## src/hw/uart_stat_defs.vh

```
/*
  Register offsets, field positions, reset values and sizing for the UART
  line and modem status block.
  Assumes an 8-bit register port with a 3-bit word address.
*/
`ifndef UART_STAT_DEFS_VH
`define UART_STAT_DEFS_VH

// ----------------------------------------------------------------
// register offsets (word address)
// ----------------------------------------------------------------
`define OFS_RX_DATA 3'h0
`define OFS_FIFO_CTRL 3'h1
`define OFS_ENH_FEATURE 3'h2
`define OFS_INT_STATUS 3'h3
`define OFS_MODEM_CTRL 3'h4
`define OFS_LINE_STATUS 3'h5
`define OFS_MODEM_STATUS 3'h6
`define OFS_INT_MASK 3'h7

// ----------------------------------------------------------------
// line status fields
// ----------------------------------------------------------------
`define LS_RX_READY 0
`define LS_OVERRUN 1
`define LS_PARITY 2

// ----------------------------------------------------------------
// modem status fields
// ----------------------------------------------------------------
`define MS_CTS_CHG 0
`define MS_DSR_CHG 1
`define MS_RING_RISE 2
`define MS_CARRIER_CHG 3
`define MS_CTS 4
`define MS_DSR 5
`define MS_RING 6
`define MS_CARRIER 7

// ----------------------------------------------------------------
// modem control fields
// ----------------------------------------------------------------
`define MC_DTR 0
`define MC_RTS 1
`define MC_USER_OUTPUT_ONE 2
`define MC_USER_OUTPUT_TWO 3
`define MC_LOOP 4

// ----------------------------------------------------------------
// other control fields
// ----------------------------------------------------------------
`define FC_FIFO_EN 0
`define EF_AUTO_CTS 7

// ----------------------------------------------------------------
// interrupt status fields
// ----------------------------------------------------------------
`define IS_MODEM 0
`define IS_OVERRUN 1
`define IS_PARITY 2
`define IS_RX_DATA 3

// ----------------------------------------------------------------
// reset values and sizing
// ----------------------------------------------------------------
`define RST_BYTE 8'h00
`define RST_PINS 4'hF
`define RX_FIFO_DEPTH 16
`define RX_FIFO_AW 4

`endif

```

## src/hw/rx_fifo.v

```verilog
/*
  Receive FIFO: stores each character with its parity-error bit.
  Assumes the caller never pushes when full nor pops when empty.
*/
`timescale 1ns/1ps
module rx_fifo #(
  parameter WIDTH = 9,
  parameter DEPTH = 16,
  parameter AW = 4
)(
  input wire clk,
  input wire rst_n,
  input wire push,
  input wire [WIDTH-1:0] push_data,
  input wire pop,
  output wire [WIDTH-1:0] head_data,
  output wire empty,
  output wire full
);
  // ----------------------------------------------------------------
  // storage and pointers
  // ----------------------------------------------------------------
  reg [WIDTH-1:0] mem [0:DEPTH-1];
  reg [AW-1:0] wr_ptr_reg;
  reg [AW-1:0] rd_ptr_reg;
  reg [AW:0] count_reg;

  assign head_data = mem[rd_ptr_reg];
  assign empty = (count_reg == {(AW+1){1'b0}});
  assign full = (count_reg == DEPTH[AW:0]);

  // no reset on the array: contents are only read once counted in
  always @(posedge clk)
  begin
    if (push)
    begin
      mem[wr_ptr_reg] <= push_data;
    end
  end

  always @(posedge clk or negedge rst_n)
  begin
    if (!rst_n)
    begin
      wr_ptr_reg <= {AW{1'b0}};
      rd_ptr_reg <= {AW{1'b0}};
      count_reg <= {(AW+1){1'b0}};
    end
    else
    begin
      if (push)
      begin
        wr_ptr_reg <= wr_ptr_reg + 1'b1;
      end
      if (pop)
      begin
        rd_ptr_reg <= rd_ptr_reg + 1'b1;
      end
      if (push && !pop)
      begin
        count_reg <= count_reg + 1'b1;
      end
      else if (pop && !push)
      begin
        count_reg <= count_reg - 1'b1;
      end
    end
  end
endmodule // rx_fifo

```

## src/hw/uart_line_modem_status.v

```verilog
/*
  Line status and modem status logic of a 16-byte-FIFO UART, with the
  receive FIFO, modem-input change detection, loop-back substitution,
  automatic CTS transmit gating and a masked interrupt.
  Assumes a receiver on ref_clk that pulses rx_char_valid per character,
  a transmitter that asks tx_start_req before each character, and modem
  pins that are asynchronous to ref_clk.
*/
// The implementer's own choices: the address-and-strobe port and the address map.
`timescale 1ns/1ps
`include "uart_stat_defs.vh"
module uart_line_modem_status #(
  parameter DEPTH = `RX_FIFO_DEPTH,
  parameter AW = `RX_FIFO_AW
)(
  input wire ref_clk,
  input wire arst_n,
  input wire [2:0] reg_addr,
  input wire [7:0] reg_wdata,
  input wire reg_wr,
  input wire reg_rd,
  output wire [7:0] reg_rdata,
  input wire rx_char_valid,
  input wire [7:0] rx_char_data,
  input wire rx_char_parity_err,
  input wire cts_n,
  input wire dsr_n,
  input wire ri_n,
  input wire dcd_n,
  output wire rts_n,
  output wire dtr_n,
  output wire user_output_one_n,
  output wire user_output_two_n,
  input wire tx_start_req,
  output wire tx_start_grant,
  output wire tx_halt,
  output wire modem_irq,
  output wire irq
);
  // ----------------------------------------------------------------
  // helpers
  // ----------------------------------------------------------------
  // sticky flag update: a set in the clearing cycle wins
  function [7:0] sticky;
    input [7:0] cur;
    input [7:0] clr;
    input [7:0] set;
    begin
      sticky = (cur & ~clr) | set;
    end
  endfunction

  function hit;
    input [2:0] addr;
    input [2:0] ofs;
    begin
      hit = (addr == ofs);
    end
  endfunction

  // ----------------------------------------------------------------
  // declarations
  // ----------------------------------------------------------------
  reg [7:0] fifo_ctrl_reg;
  reg [7:0] modem_control_reg;
  reg [7:0] enhanced_feature_control_reg;
  reg [7:0] int_status_reg;
  reg [7:0] int_status_next;
  reg [7:0] int_mask_reg;
  reg [7:0] rdata_reg;
  reg [7:0] rdata_next;
  reg [7:0] rx_shift_reg;
  reg overrun_reg;
  reg overrun_next;
  reg [3:0] pin_meta_reg;
  reg [3:0] pin_sync_reg;
  reg [3:0] prev_active_reg;
  reg [3:0] change_reg;
  reg [3:0] change_next;
  wire [3:0] pin_active;
  wire [3:0] loop_active;
  wire [3:0] modem_active;
  wire [3:0] change_set;
  wire [8:0] head_data;
  wire fifo_empty;
  wire fifo_full;
  wire fifo_mode;
  wire loop_mode;
  wire auto_cts_enable;
  wire rx_full;
  wire rx_push;
  wire rx_pop;
  wire rx_over;
  wire rd_line_status;
  wire rd_modem_status;
  wire [7:0] line_status;
  wire [7:0] modem_status;
  wire [7:0] int_set;
  wire [7:0] int_clr;

  // ----------------------------------------------------------------
  // control decode
  // ----------------------------------------------------------------
  assign fifo_mode = fifo_ctrl_reg[`FC_FIFO_EN];
  assign loop_mode = modem_control_reg[`MC_LOOP];
  assign auto_cts_enable = enhanced_feature_control_reg[`EF_AUTO_CTS];
  assign rd_line_status = reg_rd && hit(reg_addr, `OFS_LINE_STATUS);
  assign rd_modem_status = reg_rd && hit(reg_addr, `OFS_MODEM_STATUS);

  // ----------------------------------------------------------------
  // receive path
  // ----------------------------------------------------------------
  // without FIFO mode only one slot at a time acts as holding register
  assign rx_full = fifo_mode ? fifo_full : !fifo_empty;
  assign rx_over = rx_char_valid && rx_full;
  assign rx_push = rx_char_valid && !rx_full;
  assign rx_pop = reg_rd && hit(reg_addr, `OFS_RX_DATA) && !fifo_empty;

  rx_fifo #(
    .WIDTH(9),
    .DEPTH(DEPTH),
    .AW(AW)
  ) u_rx_fifo (
    .clk(ref_clk),
    .rst_n(arst_n),
    .push(rx_push),
    .push_data({rx_char_parity_err, rx_char_data}),
    .pop(rx_pop),
    .head_data(head_data),
    .empty(fifo_empty),
    .full(fifo_full)
  );

  always @*
  begin
    overrun_next = overrun_reg;
    if (rd_line_status)
    begin
      overrun_next = 1'b0;
    end
    if (rx_over)
    begin
      overrun_next = 1'b1;
    end
  end

  always @(posedge ref_clk or negedge arst_n)
  begin
    if (!arst_n)
    begin
      rx_shift_reg <= `RST_BYTE;
      overrun_reg <= 1'b0;
    end
    else
    begin
      overrun_reg <= overrun_next;
      if (rx_char_valid)
      begin
        // newest character always lands here, even when dropped
        rx_shift_reg <= rx_char_data;
      end
    end
  end

  // ----------------------------------------------------------------
  // line status
  // ----------------------------------------------------------------
  // parity bit travels with its character, so the head decides it
  assign line_status = {5'h00,
    !fifo_empty && head_data[8],
    overrun_reg,
    !fifo_empty};

  // ----------------------------------------------------------------
  // modem inputs
  // ----------------------------------------------------------------
  // pins are asynchronous; two flops before any edge logic
  always @(posedge ref_clk or negedge arst_n)
  begin
    if (!arst_n)
    begin
      pin_meta_reg <= `RST_PINS;
      pin_sync_reg <= `RST_PINS;
    end
    else
    begin
      pin_meta_reg <= {dcd_n, ri_n, dsr_n, cts_n};
      pin_sync_reg <= pin_meta_reg;
    end
  end

  assign pin_active = ~pin_sync_reg;
  assign loop_active = {modem_control_reg[`MC_USER_OUTPUT_TWO],
    modem_control_reg[`MC_USER_OUTPUT_ONE],
    modem_control_reg[`MC_DTR],
    modem_control_reg[`MC_RTS]};
  assign modem_active = loop_mode ? loop_active : pin_active;

  // ring flag on the trailing edge only: pin low to high
  assign change_set = {
    prev_active_reg[3] ^ modem_active[3],
    prev_active_reg[2] & ~modem_active[2],
    prev_active_reg[1] ^ modem_active[1],
    prev_active_reg[0] ^ modem_active[0]};

  always @*
  begin
    change_next = change_reg;
    if (rd_modem_status)
    begin
      change_next = 4'h0;
    end
    change_next = change_next | change_set;
  end

  always @(posedge ref_clk or negedge arst_n)
  begin
    if (!arst_n)
    begin
      prev_active_reg <= 4'h0;
      change_reg <= 4'h0;
    end
    else
    begin
      prev_active_reg <= modem_active;
      change_reg <= change_next;
    end
  end

  assign modem_status = {modem_active, change_reg};
  assign modem_irq = |change_reg;

  // ----------------------------------------------------------------
  // modem outputs and transmit gating
  // ----------------------------------------------------------------
  // outputs held inactive in loop-back, they are routed inside instead
  assign dtr_n = loop_mode | ~modem_control_reg[`MC_DTR];
  assign rts_n = loop_mode | ~modem_control_reg[`MC_RTS];
  assign user_output_one_n = loop_mode | ~modem_control_reg[`MC_USER_OUTPUT_ONE];
  assign user_output_two_n = loop_mode | ~modem_control_reg[`MC_USER_OUTPUT_TWO];
  // halt only gates the next start, so the running character finishes
  assign tx_halt = auto_cts_enable && !modem_active[0];
  assign tx_start_grant = tx_start_req && !tx_halt;

  // ----------------------------------------------------------------
  // interrupt status
  // ----------------------------------------------------------------
  assign int_set = {4'h0, rx_push,
    rx_push && rx_char_parity_err,
    rx_over,
    |change_set};
  assign int_clr = (reg_wr && hit(reg_addr, `OFS_INT_STATUS)) ? reg_wdata : 8'h00;

  always @*
  begin
    int_status_next = sticky(int_status_reg, int_clr, int_set);
  end

  assign irq = |(int_status_reg & int_mask_reg);

  // ----------------------------------------------------------------
  // register writes
  // ----------------------------------------------------------------
  always @(posedge ref_clk or negedge arst_n)
  begin
    if (!arst_n)
    begin
      fifo_ctrl_reg <= `RST_BYTE;
      modem_control_reg <= `RST_BYTE;
      enhanced_feature_control_reg <= `RST_BYTE;
      int_mask_reg <= `RST_BYTE;
      int_status_reg <= `RST_BYTE;
    end
    else
    begin
      int_status_reg <= int_status_next;
      if (reg_wr)
      begin
        case (reg_addr)
          `OFS_FIFO_CTRL:
          begin
            fifo_ctrl_reg <= reg_wdata;
          end
          `OFS_MODEM_CTRL:
          begin
            modem_control_reg <= reg_wdata;
          end
          `OFS_ENH_FEATURE:
          begin
            enhanced_feature_control_reg <= reg_wdata;
          end
          `OFS_INT_MASK:
          begin
            int_mask_reg <= reg_wdata;
          end
          default:
          begin
            int_mask_reg <= int_mask_reg;
          end
        endcase
      end
    end
  end

  // ----------------------------------------------------------------
  // register reads
  // ----------------------------------------------------------------
  always @*
  begin
    rdata_next = 8'h00;
    if (reg_rd)
    begin
      case (reg_addr)
        `OFS_RX_DATA:
        begin
          rdata_next = fifo_empty ? rx_shift_reg : head_data[7:0];
        end
        `OFS_FIFO_CTRL:
        begin
          rdata_next = fifo_ctrl_reg;
        end
        `OFS_ENH_FEATURE:
        begin
          rdata_next = enhanced_feature_control_reg;
        end
        `OFS_INT_STATUS:
        begin
          rdata_next = int_status_reg;
        end
        `OFS_MODEM_CTRL:
        begin
          rdata_next = modem_control_reg;
        end
        `OFS_LINE_STATUS:
        begin
          rdata_next = line_status;
        end
        `OFS_MODEM_STATUS:
        begin
          rdata_next = modem_status;
        end
        default:
        begin
          rdata_next = int_mask_reg;
        end
      endcase
    end
  end

  always @(posedge ref_clk or negedge arst_n)
  begin
    if (!arst_n)
    begin
      rdata_reg <= `RST_BYTE;
    end
    else
    begin
      rdata_reg <= rdata_next;
    end
  end

  assign reg_rdata = rdata_reg;
endmodule // uart_line_modem_status

```

## config.mk

```make
export PLATFORM = sky130hd
export DESIGN_NAME = uart_line_modem_status
export DESIGN_NICKNAME = d
export VERILOG_FILES = /design/src/hw/rx_fifo.v /design/src/hw/uart_line_modem_status.v
export VERILOG_INCLUDE_DIRS = /design/src /design/src/hw
export SDC_FILE = /design/constraint.sdc
export NUM_CORES = 1
export LEC_CHECK = 0
export BUFFER_PORTS_ARGS = -buffer_cell sky130_fd_sc_hd__buf_2
export CAP_MARGIN = 5
export CORE_MARGIN = 5
export CORE_UTILIZATION = 50
export DETAILED_ROUTE_END_ITERATION = 8
export MAX_ROUTING_LAYER = met4
export PLACE_DENSITY = 0.78
export SLEW_MARGIN = 15
export SYNTH_ARGS = -nofsm -noshare
export SYNTH_HDL_FRONTEND = slang
export SYNTH_SLANG_ARGS = --single-unit
```

## constraint.sdc

```tcl
create_clock -name ref_clk -period 2.7 [get_ports ref_clk]
set_input_delay 0.54 -clock ref_clk [delete_from_list [all_inputs] [get_ports ref_clk]]
set_output_delay 0.54 -clock ref_clk [all_outputs]
set_load 0.05 [all_outputs]
```

==> reports/qor.csv <==
metric;value;unit
coreArea;18800;um2
yosysMostFrequentCell;edfxtp_1;
synth_commonest_cells;edfxtp_1, dfrtp_1, mux2_2, nand2_1, mux4_2;
ir_drop;0.446;mV
crit_start;u_rx_fifo.count_reg[3];
slew_headroom;51.8;%
cts_buffers;22;
track_usage;20.6;%
place.port_buffers;45;
min-delay-path-class;in -> reg;
dieArea;22000;um2
vias;5676;
synth-edff-count;144;
largest-register;u_rx_fifo.mem;
grt_pass1_vias;5956;
r2r_start;u_rx_fifo.count_reg[3];
overflow;0;
clk_path_buf_depth;3;
tritoncts;built;
multi_input_area;2940;um2
hold_slack;0.136;ns
clkLatencyLatePin;0.51;ns
fmaxAchievable;372;MHz
synth-async-reset-ratio;37.4;%
drtPass1Iterations;5;
num_rows;50;
first_iter_violations;653;
powerDensity;925;nW/um2
finalSetupViolCount;0;
worstSetupPathType;reg -> reg;
viasPerCell;6.20;
maxCapViolCount;0;
io_pins;46;
cts_root_buf;clkbuf_16;
layout-drive-gt1-share;32.3;%
synth_top_area_cell;edfxtp_1;
drc;0;
largest_reg_flops;144;
die_w;148;um
finalNetCount;705;
power.leakage;4.11;nW
regArea;6490;um2
n_antenna_cell;0;
dp_cells;869;
routedWlPerCell;24.0;um
yosys_most_used_dff;edfxtp_1;
path_max_fanout;4;
grt_start_max_net_pins;37;
required;3.09;ns
clkSlewWorstSetupHoldPaths;0.06;ns
period_minus_slack;2.69;ns
routed_wl;21.9;mm
syn_avg_cell_area;16.5;um2
synth_cell_type_count;55;
post-route-cell-area;11100;um2
worst_setup_path_end_kind;register;
netlist_area;9580;um2
status;finished clean;
syn_nets;621;
n_fill_cell;1331;
die_y;148;um
hold_viol_final;0;
hp-start;ri_n;
cp-start-kind;register;
maxSlewViolCount;0;
area_delta_synth_final;15.8;%
netlist_instances;581;
antenna_found_initial;0;
pre_cts_ws;-0.0908;ns
cts.sink_count;230;
setup_tns;0;ns
critPathArrivalTime;3.07;ns
layout_setup_ws;0.0132;ns
initial_core_util;51.1;%
hpwl;14.7;mm
synth_area_leaders;edfxtp_1, dfrtp_1, mux4_2, mux2_2, dfstp_2;
grt_setup_unrepaired;yes;
yosysSeqAreaShare;67.7;%
dpl_cell_area;10300;um2
layout.cells.non_filler;915;
yosys_warnings;0;
tightest_slew;0.723;ns
fin_crit_sh;99.5;%
ys_ff_latch;230;
fin_skew;0.0169;ns
grt_pass1_wl;34.2;mm
cts_htree_levels;1;
place.gp.congestion;0.897;
synth_top_area_share;45.1;%
drtAntennaViolNets;0;
## per-layer routing
metal / global-route usage [%] / wire (um) / share of wire, %
met5: - / 0 / 0
met4: 7.53 / 731 / 3.3
met3: 3.90 / 1810 / 8.3
met2: 31.7 / 10700 / 49
met1: 27.9 / 8690 / 40
## worst max-delay path, stage by stage (launching register included)
cell and delay [ns]:
dfrtp_1 0.39, or4_4 0.57, mux2i_4 0.23, nor2b_4 0.16, ha_4 0.17, inv_4 0.05
fa_2 0.34, a21o_1 0.20, a21oi_2 0.15, xnor2_1 0.13, nor2_1 0.07, xnor2_1 0.12
## final cells by class
class / instances / share of cell area [%]
sequential: 230 / 58.5
tap: 234 / 2.64
timing repair buffer: 89 / 5.50
clock buffer: 32 / 5.76
clock inverter: 8 / 0.902
inverter: 6 / 0.225
multi-input combinational: 316 / 26.5
## cells by family (layout without fill, tap and decap cells)
kind of cell               count (synthesis)  in the layout  share of synthesized area, %
AOI/OAI and AO/OA                         90             90                          6.40
xor gates and xnor gates                  14             14                          1.28
adders and majority gates                 10             10                          1.38
buffers and inverters                     35            135                          2.08
DFF                                      230            230                          67.7
muxes                                     86             86                          14.7
and+or+nand+nor                          116            116                          6.48
## final timing paths
path                       slack (ns)                endpoint  cells after the start
min                              0.14         pin_meta_reg[2]                      1
max reg2reg                      0.01  u_rx_fifo.count_reg[4]                     11
min in group asynchronous        0.54    modem_control_reg[6]                      2
max                              0.01  u_rx_fifo.count_reg[4]                     11
min reg2reg                      0.35         pin_sync_reg[3]                      0
max in group asynchronous        1.39         pin_meta_reg[1]                      3
## per-stage QoR
stage / total power [mW] / util, %
after floorplan: 6.30 / -
after global placement: 7.00 / 54.8
after detailed placement: 7.13 / 54.8
after CTS: 10.3 / 58.8
after global routing: 10.7 / 59.1
final: 10.3 / 59.1
## power breakdown
part,total (mW),switching (mW),leakage (nW),internal (mW)
combinational,2.68,1.41,1.46,1.27
sequential,4.48,0.342,2.31,4.13
clock,3.12,1.27,0.349,1.84
total,10.3,3.02,4.11,7.24
## cells in the final DEF (no fill, tap or decap), types with 5 or more instances in the layout
master / Yosys / final
edfxtp_1: 144 / 144
dfrtp_1: 78 / 76
mux2_2: 44 / 44
buf_2: 5 / 44
nand2_1: 40 / 40
buf_4: 4 / 40
mux4_2: 30 / 30
clkbuf_16: 0 / 23
o21ai_0: 21 / 21
a22oi_1: 20 / 20
nor2b_1: 16 / 14
a21oi_1: 15 / 13
xnor2_1: 13 / 13
nor2_1: 13 / 12
ha_1: 9 / 8
dfstp_2: 8 / 8
mux4_1: 7 / 7
nand3_1: 7 / 7
and3_1: 7 / 7
and2_1: 6 / 6
clkbuf_1: 13 / 6
inv_1: 6 / 5
nor3b_1: 5 / 5
## repair_timing
action	CTS	global route
hold endpoints to repair	2	0
gates resized for setup	2	6
hold buffers	1	0
buffers inserted	1	4
pin swaps	1	0
endpoints found under the setup margin	72	3
Note: power is estimated with default switching activity, not from simulation.
